--- src/rec_pkg.sv ---
// Purpose: shared constants and types for the remap extended capability bank
// Assumes: 32-bit register port, 64-bit capability image split in two words
// Notes:   offsets below are local to this bank
package rec_pkg;

  // register offsets
  localparam logic [7:0] CAP_LO_OFS = 8'h00;
  localparam logic [7:0] CAP_HI_OFS = 8'h04;
  localparam logic [7:0] CTRL_OFS   = 8'h08;
  localparam logic [7:0] STAT_OFS   = 8'h0c;
  localparam logic [7:0] ERRCNT_OFS = 8'h10;
  localparam logic [7:0] REQCNT_OFS = 8'h14;

  // capability bit positions in the 64-bit image
  localparam int PERF_MON_BIT    = 51;
  localparam int RSVD_HI_BIT     = 50;
  localparam int DEF_PASID_BIT   = 49;
  localparam int WALK_COH_BIT    = 48;
  localparam int FIRST_STG_BIT   = 47;
  localparam int SECOND_STG_BIT  = 46;
  localparam int SS_AD_BIT       = 45;
  localparam int VIRT_CMD_BIT    = 44;
  localparam int SCALABLE_BIT    = 43;
  localparam int PAGE_DRAIN_BIT  = 42;
  localparam int INV_THROT_BIT   = 41;
  localparam int PASID_SUP_BIT   = 40;
  localparam int PASID_SZ_LSB    = 35;
  localparam int PASID_SZ_W      = 5;
  localparam int EXT_ACC_BIT     = 34;
  localparam int NO_WRITE_BIT    = 33;
  localparam int RSVD_LO_BIT     = 32;
  localparam int SUPERVISOR_BIT  = 31;

  // control and status fields
  localparam int CTRL_CHK_EN_BIT = 0;
  localparam int CTRL_CNT_EN_BIT = 1;
  localparam logic [1:0] CTRL_RESET = 2'h3;
  localparam int STAT_PASID_BIT  = 0;
  localparam int STAT_XLATE_BIT  = 1;
  localparam int STAT_SUPER_BIT  = 2;
  localparam int STAT_W          = 3;
  localparam int CNT_W           = 16;

  // translation type codes
  localparam logic [2:0] XLATE_FIRST  = 3'h1;
  localparam logic [2:0] XLATE_SECOND = 3'h2;

  typedef struct packed {
    logic                  perfMonitorSupport;
    logic                  defaultPasidFieldSupport;
    logic                  scalableWalkCoherencySupport;
    logic                  firstStageSupport;
    logic                  secondStageSupport;
    logic                  secondStageAdSupport;
    logic                  virtualCommandSupport;
    logic                  scalableModeSupport;
    logic                  pageDrainSupport;
    logic                  tlbInvalThrottleSupport;
    logic                  pasidSupport;
    logic [PASID_SZ_W-1:0] pasidSizeField;
    logic                  extendedAccessedSupport;
    logic                  noWriteFlagSupport;
    logic                  supervisorRequestSupport;
  } rec_cap_s;

  typedef struct packed {
    logic                  enhancedCommandSupport;
    logic                  queuedInvalidationSupport;
    logic                  passthroughSupport;
    logic                  deviceTlbSupport;
  } rec_dep_s;

endpackage

--- src/rec_cap_resolve.sv ---
// Purpose: ties dependent capability bits to zero when their base feature is absent
// Assumes: raw values are implementation constants
// Notes:   purely combinational
`timescale 1ns/10ps
`default_nettype none
module rec_cap_resolve (
  input  wire rec_pkg::rec_cap_s capRaw,
  input  wire rec_pkg::rec_dep_s dep,
  output rec_pkg::rec_cap_s      capOut
);

  logic scalable_mode_support;

  assign scalable_mode_support = capRaw.scalableModeSupport & dep.queuedInvalidationSupport
              & (capRaw.firstStageSupport | capRaw.secondStageSupport
                 | dep.passthroughSupport);

  always_comb begin
    capOut = capRaw;
    capOut.scalableModeSupport = scalable_mode_support;
    capOut.perfMonitorSupport = capRaw.perfMonitorSupport & dep.enhancedCommandSupport;
    capOut.defaultPasidFieldSupport = capRaw.defaultPasidFieldSupport & scalable_mode_support;
    capOut.scalableWalkCoherencySupport = capRaw.scalableWalkCoherencySupport & scalable_mode_support;
    capOut.firstStageSupport = capRaw.firstStageSupport & scalable_mode_support;
    capOut.secondStageSupport = capRaw.secondStageSupport;
    capOut.secondStageAdSupport = capRaw.secondStageAdSupport
                                & capRaw.scalableWalkCoherencySupport & scalable_mode_support;
    capOut.virtualCommandSupport = 1'b0;
    capOut.pageDrainSupport = capRaw.pageDrainSupport & dep.deviceTlbSupport;
    capOut.tlbInvalThrottleSupport = capRaw.tlbInvalThrottleSupport & dep.deviceTlbSupport;
    capOut.pasidSupport = capRaw.pasidSupport & scalable_mode_support;
    capOut.pasidSizeField = scalable_mode_support ? capRaw.pasidSizeField : '0;
    capOut.extendedAccessedSupport = capRaw.extendedAccessedSupport
                                   & capRaw.firstStageSupport & scalable_mode_support
                                   & capRaw.scalableWalkCoherencySupport;
    capOut.noWriteFlagSupport = capRaw.noWriteFlagSupport & dep.deviceTlbSupport;
    capOut.supervisorRequestSupport = capRaw.supervisorRequestSupport & scalable_mode_support;
  end

endmodule
`default_nettype wire

--- src/rec_ext_cap_top.sv ---
// Purpose: extended capability bits 51..31 with register port and request qualifiers
// Assumes: requests and register strobes synchronous to clk_sys
// Notes:   capability image is constant; writes to it are dropped
`timescale 1ns/10ps
`default_nettype none
// What this block does
// - performance monitoring bit 51 is zero without enhanced command support.
// - without bit 49 the context default pasid is replaced by zero.
// - bit 49 reports default pasid field support, zero without scalable mode.
// - walk snoop follows entry only when bit 48 set; zero without scalable.
// - bit 47 reports first stage type code accepted; zero without scalable.
// - bit 46 reports second stage type code accepted.
// - bit 45 accessed dirty support, zero without walk coherency.
// - bit 44 virtual command support always reads zero in hardware.
// - bit 43 scalable mode, needs queued invalidation and some translation kind.
// - bit 42 page drain support, zero without device tlb.
// - bit 41 invalidation throttle, zero without device tlb.
// - bit 40 pasid requests accepted, zero without scalable mode.
// - bits 39:35 hold N, pasids of N+1 bits accepted.
// - a pasid wider than the advertised size is an error.
// - pasid size field reads zero without scalable mode.
// - bit 34 extended accessed, needs first stage and walk coherency.
// - without bit 33 the no-write flag is treated as clear.
// - no-write capability reads zero without device tlb.
// - bit 31 supervisor requests, zero without scalable mode.
module rec_ext_cap_top #(
  parameter int          PASID_W         = 20,
  parameter logic        PERF_MON_RAW    = 1'b1,
  parameter logic        DEF_PASID_RAW   = 1'b1,
  parameter logic        WALK_COH_RAW    = 1'b1,
  parameter logic        FIRST_STG_RAW   = 1'b1,
  parameter logic        SECOND_STG_RAW  = 1'b1,
  parameter logic        SS_AD_RAW       = 1'b1,
  parameter logic        SCALABLE_RAW    = 1'b1,
  parameter logic        PAGE_DRAIN_RAW  = 1'b1,
  parameter logic        INV_THROT_RAW   = 1'b1,
  parameter logic        PASID_SUP_RAW   = 1'b1,
  parameter logic [4:0]  PASID_SZ_RAW    = 5'h13,
  parameter logic        EXT_ACC_RAW     = 1'b1,
  parameter logic        NO_WRITE_RAW    = 1'b1,
  parameter logic        SUPERVISOR_RAW  = 1'b1,
  parameter logic        ENH_CMD_SUP     = 1'b1,
  parameter logic        QUEUED_INV_SUP  = 1'b1,
  parameter logic        PASSTHRU_SUP    = 1'b1,
  parameter logic        DEV_TLB_SUP     = 1'b1
) (
  input  wire logic               clk_sys,
  input  wire logic               rst,
  input  wire logic [7:0]         regAddr,
  input  wire logic [31:0]        regWrData,
  input  wire logic               regWr,
  input  wire logic               regRd,
  output logic [31:0]             regRdData,
  input  wire logic               reqValid,
  input  wire logic               reqHasPasid,
  input  wire logic [PASID_W-1:0] reqPasid,
  input  wire logic               reqSupervisor,
  input  wire logic               reqNoWrite,
  input  wire logic [PASID_W-1:0] ctxDefaultPasid,
  input  wire logic               walkSnoopField,
  input  wire logic [2:0]         xlateTypeCode,
  output logic                    rspValid,
  output logic                    rspPasidErr,
  output logic                    rspXlateErr,
  output logic                    rspSuperErr,
  output logic [PASID_W-1:0]      rspDefaultPasid,
  output logic                    rspNoWrite,
  output logic                    rspWalkSnoop,
  output logic [63:0]             capImage
);

  rec_pkg::rec_cap_s capRaw;
  rec_pkg::rec_cap_s cap;
  rec_pkg::rec_dep_s dep;

  logic [63:0]             capWord;
  logic [PASID_W-1:0]      pasidOver;
  logic                    pasidErr;
  logic                    xlateErr;
  logic                    superErr;
  logic                    anyErr;
  logic                    chkEn;
  logic                    cntEn;
  logic                    wrCtrl;
  logic                    wrStat;
  logic                    wrErrCnt;
  logic                    wrReqCnt;
  logic [rec_pkg::STAT_W-1:0] statSet;

  logic [1:0]                 ctrl_ff;
  logic [rec_pkg::STAT_W-1:0] stat_ff;
  logic [rec_pkg::CNT_W-1:0]  errCnt_ff;
  logic [rec_pkg::CNT_W-1:0]  reqCnt_ff;
  logic [31:0]                rdData_ff;
  logic [31:0]                nxt_rdData;
  logic                       rspValid_ff;
  logic                       rspPasidErr_ff;
  logic                       rspXlateErr_ff;
  logic                       rspSuperErr_ff;
  logic [PASID_W-1:0]         rspDefaultPasid_ff;
  logic                       rspNoWrite_ff;
  logic                       rspWalkSnoop_ff;

  // implementation constants
  always_comb begin
    capRaw.perfMonitorSupport           = PERF_MON_RAW;
    capRaw.defaultPasidFieldSupport     = DEF_PASID_RAW;
    capRaw.scalableWalkCoherencySupport = WALK_COH_RAW;
    capRaw.firstStageSupport            = FIRST_STG_RAW;
    capRaw.secondStageSupport           = SECOND_STG_RAW;
    capRaw.secondStageAdSupport         = SS_AD_RAW;
    capRaw.virtualCommandSupport        = 1'b0;
    capRaw.scalableModeSupport          = SCALABLE_RAW;
    capRaw.pageDrainSupport             = PAGE_DRAIN_RAW;
    capRaw.tlbInvalThrottleSupport      = INV_THROT_RAW;
    capRaw.pasidSupport                 = PASID_SUP_RAW;
    capRaw.pasidSizeField               = PASID_SZ_RAW;
    capRaw.extendedAccessedSupport      = EXT_ACC_RAW;
    capRaw.noWriteFlagSupport           = NO_WRITE_RAW;
    capRaw.supervisorRequestSupport     = SUPERVISOR_RAW;
    dep.enhancedCommandSupport          = ENH_CMD_SUP;
    dep.queuedInvalidationSupport       = QUEUED_INV_SUP;
    dep.passthroughSupport              = PASSTHRU_SUP;
    dep.deviceTlbSupport                = DEV_TLB_SUP;
  end

  rec_cap_resolve u_resolve (
    .capRaw (capRaw),
    .dep    (dep),
    .capOut (cap)
  );

  // capability image; bits outside 51..31 are not ours and read zero
  always_comb begin
    capWord = '0;
    capWord[rec_pkg::PERF_MON_BIT]   = cap.perfMonitorSupport;
    capWord[rec_pkg::RSVD_HI_BIT]    = 1'b0;
    capWord[rec_pkg::RSVD_LO_BIT]    = 1'b0;
    capWord[rec_pkg::DEF_PASID_BIT]  = cap.defaultPasidFieldSupport;
    capWord[rec_pkg::WALK_COH_BIT]   = cap.scalableWalkCoherencySupport;
    capWord[rec_pkg::FIRST_STG_BIT]  = cap.firstStageSupport;
    capWord[rec_pkg::SECOND_STG_BIT] = cap.secondStageSupport;
    capWord[rec_pkg::SS_AD_BIT]      = cap.secondStageAdSupport;
    capWord[rec_pkg::VIRT_CMD_BIT]   = cap.virtualCommandSupport;
    capWord[rec_pkg::SCALABLE_BIT]   = cap.scalableModeSupport;
    capWord[rec_pkg::PAGE_DRAIN_BIT] = cap.pageDrainSupport;
    capWord[rec_pkg::INV_THROT_BIT]  = cap.tlbInvalThrottleSupport;
    capWord[rec_pkg::PASID_SUP_BIT]  = cap.pasidSupport;
    capWord[rec_pkg::PASID_SZ_LSB +: rec_pkg::PASID_SZ_W] = cap.pasidSizeField;
    capWord[rec_pkg::EXT_ACC_BIT]    = cap.extendedAccessedSupport;
    capWord[rec_pkg::NO_WRITE_BIT]   = cap.noWriteFlagSupport;
    capWord[rec_pkg::SUPERVISOR_BIT] = cap.supervisorRequestSupport;
  end

  assign capImage = capWord;

  genvar gi;
  generate
    for (gi = 0; gi < PASID_W; gi++) begin : g_over
      assign pasidOver[gi] = reqPasid[gi]
                           & (gi > int'(cap.pasidSizeField));
    end
  endgenerate

  assign chkEn = ctrl_ff[rec_pkg::CTRL_CHK_EN_BIT];
  assign cntEn = ctrl_ff[rec_pkg::CTRL_CNT_EN_BIT];

  assign pasidErr = reqHasPasid & ((|pasidOver) | ~cap.pasidSupport);

  assign xlateErr = ((xlateTypeCode == rec_pkg::XLATE_FIRST) & ~cap.firstStageSupport)
                  | ((xlateTypeCode == rec_pkg::XLATE_SECOND) & ~cap.secondStageSupport);

  assign superErr = reqSupervisor & ~cap.supervisorRequestSupport;

  assign anyErr = pasidErr | xlateErr | superErr;

  assign statSet = {superErr, xlateErr, pasidErr} & {rec_pkg::STAT_W{reqValid & chkEn}};

  // request qualification
  always_ff @(posedge clk_sys) begin
    if (rst) begin
      rspValid_ff    <= 1'b0;
      rspPasidErr_ff <= 1'b0;
      rspXlateErr_ff <= 1'b0;
      rspSuperErr_ff <= 1'b0;
    end else begin
      rspValid_ff    <= reqValid;
      rspPasidErr_ff <= reqValid & chkEn & pasidErr;
      rspXlateErr_ff <= reqValid & chkEn & xlateErr;
      rspSuperErr_ff <= reqValid & chkEn & superErr;
    end
  end

  // effective request fields
  always_ff @(posedge clk_sys) begin
    if (rst) begin
      rspDefaultPasid_ff <= '0;
      rspNoWrite_ff      <= 1'b0;
      rspWalkSnoop_ff    <= 1'b0;
    end else if (reqValid) begin
      rspDefaultPasid_ff <= cap.defaultPasidFieldSupport ? ctxDefaultPasid : '0;
      rspNoWrite_ff      <= cap.noWriteFlagSupport & reqNoWrite;
      rspWalkSnoop_ff    <= cap.scalableWalkCoherencySupport & walkSnoopField;
    end
  end

  assign rspValid        = rspValid_ff;
  assign rspPasidErr     = rspPasidErr_ff;
  assign rspXlateErr     = rspXlateErr_ff;
  assign rspSuperErr     = rspSuperErr_ff;
  assign rspDefaultPasid = rspDefaultPasid_ff;
  assign rspNoWrite      = rspNoWrite_ff;
  assign rspWalkSnoop    = rspWalkSnoop_ff;

  // register write decode
  // capability writes dropped
  assign wrCtrl   = regWr & (regAddr == rec_pkg::CTRL_OFS);
  assign wrStat   = regWr & (regAddr == rec_pkg::STAT_OFS);
  assign wrErrCnt = regWr & (regAddr == rec_pkg::ERRCNT_OFS);
  assign wrReqCnt = regWr & (regAddr == rec_pkg::REQCNT_OFS);

  // control register
  always_ff @(posedge clk_sys) begin
    if (rst) begin
      ctrl_ff <= rec_pkg::CTRL_RESET;
    end else if (wrCtrl) begin
      ctrl_ff <= regWrData[1:0];
    end
  end

  // sticky error flags, write one to clear, set wins
  always_ff @(posedge clk_sys) begin
    if (rst) begin
      stat_ff <= '0;
    end else if (wrStat) begin
      stat_ff <= (stat_ff & ~regWrData[rec_pkg::STAT_W-1:0]) | statSet;
    end else begin
      stat_ff <= stat_ff | statSet;
    end
  end

  // error counter, any write clears, saturates, a count with a clear loads one
  always_ff @(posedge clk_sys) begin
    if (rst) begin
      errCnt_ff <= '0;
    end else if (reqValid & chkEn & anyErr & cntEn) begin
      if (wrErrCnt) begin
        errCnt_ff <= rec_pkg::CNT_W'(1);
      end else if (~&errCnt_ff) begin
        errCnt_ff <= errCnt_ff + rec_pkg::CNT_W'(1);
      end
    end else if (wrErrCnt) begin
      errCnt_ff <= '0;
    end
  end

  // request counter, same policy
  always_ff @(posedge clk_sys) begin
    if (rst) begin
      reqCnt_ff <= '0;
    end else if (reqValid & cntEn) begin
      if (wrReqCnt) begin
        reqCnt_ff <= rec_pkg::CNT_W'(1);
      end else if (~&reqCnt_ff) begin
        reqCnt_ff <= reqCnt_ff + rec_pkg::CNT_W'(1);
      end
    end else if (wrReqCnt) begin
      reqCnt_ff <= '0;
    end
  end

  // read mux, unmapped reads zero
  always_comb begin
    nxt_rdData = '0;
    if (regRd) begin
      case (regAddr)
        rec_pkg::CAP_LO_OFS: nxt_rdData = capWord[31:0];
        rec_pkg::CAP_HI_OFS: nxt_rdData = capWord[63:32];
        rec_pkg::CTRL_OFS:   nxt_rdData = {30'h0, ctrl_ff};
        rec_pkg::STAT_OFS:   nxt_rdData = {29'h0, stat_ff};
        rec_pkg::ERRCNT_OFS: nxt_rdData = {16'h0, errCnt_ff};
        rec_pkg::REQCNT_OFS: nxt_rdData = {16'h0, reqCnt_ff};
        default:             nxt_rdData = '0;
      endcase
    end
  end

  always_ff @(posedge clk_sys) begin
    if (rst) begin
      rdData_ff <= '0;
    end else begin
      rdData_ff <= nxt_rdData;
    end
  end

  assign regRdData = rdData_ff;

endmodule
`default_nettype wire

--- config.mk ---
export PLATFORM = sky130hd
export DESIGN_NAME = rec_ext_cap_top
export DESIGN_NICKNAME = d
export VERILOG_FILES = /design/src/rec_pkg.sv /design/src/rec_cap_resolve.sv /design/src/rec_ext_cap_top.sv
export SDC_FILE = /design/constraint.sdc
export NUM_CORES = 1
export LEC_CHECK = 0
export BUFFER_PORTS_ARGS = -buffer_cell sky130_fd_sc_hd__buf_2
export CORE_ASPECT_RATIO = 1.4
export CORE_MARGIN = 3
export CORE_UTILIZATION = 40
export CTS_CLUSTER_DIAMETER = 120
export DETAILED_ROUTE_END_ITERATION = 7
export PLACE_DENSITY = 0.78
export SETUP_SLACK_MARGIN = 0.02
export SLEW_MARGIN = 20
export SYNTH_ARGS = -nofsm -noshare
export SYNTH_HDL_FRONTEND = slang
export SYNTH_SLANG_ARGS = --single-unit
--- constraint.sdc ---
create_clock -name clk_sys -period 2 [get_ports clk_sys]
set_input_delay 0.1 -clock clk_sys [delete_from_list [all_inputs] [get_ports clk_sys]]
set_output_delay 0.1 -clock clk_sys [all_outputs]
set_load 0.05 [all_outputs]
==> qor.txt <==
result of the run -> finished clean
cts bufs inserted -> 9
drt first pass iters -> 4
RSZ-0062 raised after global routing -> false
H-tree depth -> 3
ys async rst share -> 0%
critical path class -> reg -> reg
DR WL/cell -> 11.7 µm
CP endpoint -> reqCnt_ff[0]$_SDFFE_PP0P_
Worst Clk Skew -> 7.77 ps
Synth Instances -> 346
FILL cells -> 688
CP max stage delay -> 610 ps
drt total wl -> 6.43 mm
Setup Viol. Count Final -> 0
# DRC -> 0
flops & latches, synth -> 62
Fmax -> 0.552 GHz
fin nets -> 538
uppermost routed layer -> met4
DRT iter0 DRCs -> 147
r2r setup slk -> 190 ps
Slowest-stage cell, CP -> or4_4
setup_tns -> 0 ps
metal3 WL -> 589 µm
Via density -> 4.53
fin crit share -> 90.6%
first-pass GRT wire length -> 10.0 mm
Max clock buf depth -> 2
layout cells sized above 1 -> 24.7%
dpl hpwl -> 4.63 mm
type of the worst min-delay path -> in -> reg
Leak -> 1.75 nW
worst skew pair latency -> 340 ps
Clock transition at path regs -> 80 ps
reg2reg path depth -> 5
Port Buffer Count -> 80
syn avg cell area -> 9.02 µm²
placer congestion estimate -> 0.843
Final Max Tran Viols -> 0
# clock sinks -> 62
vias in the first global route -> 2,258
Max VDD drop -> 0.543 mV
remaining antenna violation count after routing -> 0
met2 WL -> 3.42 mm
die area -> 8910 µm²
endpoint class of the critical path -> register
Area Overhead vs Synth -> 19.0%
Worst Setup SP -> reqCnt_ff[0]$_SDFFE_PP0P_
TritonCTS clock tree -> yes
DIE HEIGHT -> 110 µm
placed cells -> 510
Post-synth EDFFs -> 0
FP Rows -> 37
Worst Path Buf+Inv -> 0
Max Cap Viol -> 0
design area -> 3710 µm²
yosys warns -> 0
most common cell after layout, fill and taps aside -> buf_2
root buffer cell -> clkbuf_8
CP required -> 2220 ps
most frequent cells in the layout -> buf_2 (80), conb_1 (79), dfxtp_1 (62), nor2_1 (33), a21oi_1 (28)
Vias -> 2,477
crit path cell chain -> ha_1 -> nand3_2 -> or4_4 -> a2bb2oi_2 -> a21oi_1
Post-DP Area -> 3300 µm²
post-CTS sizing -> 0
most used flip-flop cell after synthesis -> dfxtp_1
unique cell type count in the Yosys netlist -> 47
Initial Util -> 41.8%
Hold Vio Cnt, Final -> 0
Rel. slew slack -> 60.7%
GR Util All Layers -> 14.2%
Antenna diodes -> 0
I/O pin cnt -> 214
chip width -> 80.6 µm
worst-path fanout max -> 10
Worst EP arrival -> 2030 ps
post-route minimum period -> 1810 ps
worst-margin pin slew -> 588 ps
metal1 wirelength -> 2.32 mm
Crit path depth -> 5
r2r endpoint -> reqCnt_ff[0]$_SDFFE_PP0P_
Post-Layout Cell Count -> 547
cell family with most CP delay -> simple AND/OR/NAND/NOR gates
CP startpoint kind -> register
initial antenna violation count -> 0
largest net degree at the start of global routing -> 31
Pwr Density -> 817 nW/µm²
Overflow after GRT -> 0
Seq/Total Area, Yosys -> 39.8%
CORE AREA -> 7450 µm²
mapped cell area -> 3120 µm²
worst r2r src -> reqCnt_ff[0]$_SDFFE_PP0P_
final cells by class:
class,instances,area [µm²],area share (%)
Inverter,15,56.3,1.52
Tap cell,97,121,3.27
Timing Repair Buffer,107,656,17.7
Clock buffer,10,138,3.71
Sequential cell,62,1240,33.4
Clock inverter,6,68.8,1.85
Multi-Input combinational cell,250,1430,38.6
flip-flops by register name (all words and copies together) (netlist names):
name / flops
ctrl_ff: 2
regRdData: 18
reqCnt_ff: 16
rspDefaultPasid: 20
rspNoWrite: 1
rspValid: 1
rspWalkSnoop: 1
stat_ff: 3
per-stage QoR:
stage | setup WS (ps) | power [mW] | util, % | hold slack (ps)
after floorplan | 378 | 1.94 | - | 188
after global placement | 222 | 1.90 | 44.2 | 283
after detailed placement | 212 | 1.91 | 44.2 | 288
after CTS | 190 | 3.06 | 49.8 | 0.642
after global routing | 76.2 | 3.17 | 49.8 | 15.6
final | 189 | 3.03 | 49.8 | 18.1
report_power, final:
group | leakage (nW) | internal (mW) | switching, mW
Combinational | 1.15 | 0.116 | 0.516
Clock | 0.103 | 0.615 | 0.502
Sequential | 0.504 | 1.27 | 0.0184
Total | 1.75 | 2.00 | 1.04
synthesized netlist by cell type, drive strengths merged, types with 4 or more instances:
master	number	share of area, %
a21oi	28	4.5
and4	5	1.4
buf	90	21
clkbuf	6	0.72
dfxtp	62	40
inv	15	1.8
mux2i	22	7.1
nand2	7	0.92
nand3	6	1.1
nand4	7	1.8
nor2	33	4.0
nor2b	4	0.80
nor3	4	0.64
o31ai	10	2.4
or4	10	2.5
cell families after synthesis:
family / count (synthesis) / synth area share, %
compound gates: 53 / 10.7
fa+ha+maj: 1 / 0.401
buf+inv: 111 / 23.6
flops: 62 / 39.8
mux: 23 / 7.42
other cells: 2 / 0.241
simple gates: 94 / 17.8
worst min-delay path by stage:
stage | start | endpoint | slack (ps) | cells after the start
after detailed placement | regWrData[2] | stat_ff[2]$_SDFFE_PP0P_ | 290 | 2
final | ctxDefaultPasid[15] | rspDefaultPasid[15]$_SDFFE_PP0P_ | 20 | 3
after global placement | regWrData[2] | stat_ff[2]$_SDFFE_PP0P_ | 280 | 2
after CTS | ctxDefaultPasid[9] | rspDefaultPasid[9]$_SDFFE_PP0P_ | 0.6 | 3
after floorplan | regWrData[0] | stat_ff[0]$_SDFFE_PP0P_ | 190 | 1
after global routing | ctxDefaultPasid[0] | rspDefaultPasid[0]$_SDFFE_PP0P_ | 20 | 3
per-layer routing:
layer  vias up  track usage, %
li1       1228               -
met5         -               0
met2       113            25.6
met4         0            5.30
met1      1127            14.0
met3         9            5.79
tightest hold or removal path, stage by stage:
cell and delay, ps:
buf_2 80, mux2i_1 60, nor2_1 90
what timing repair did:
item,CTS,global route
setup buffers,0,0
hold buffers,21,0
endpoints found under the hold margin,21,0
(Power assumes the default switching activity.)
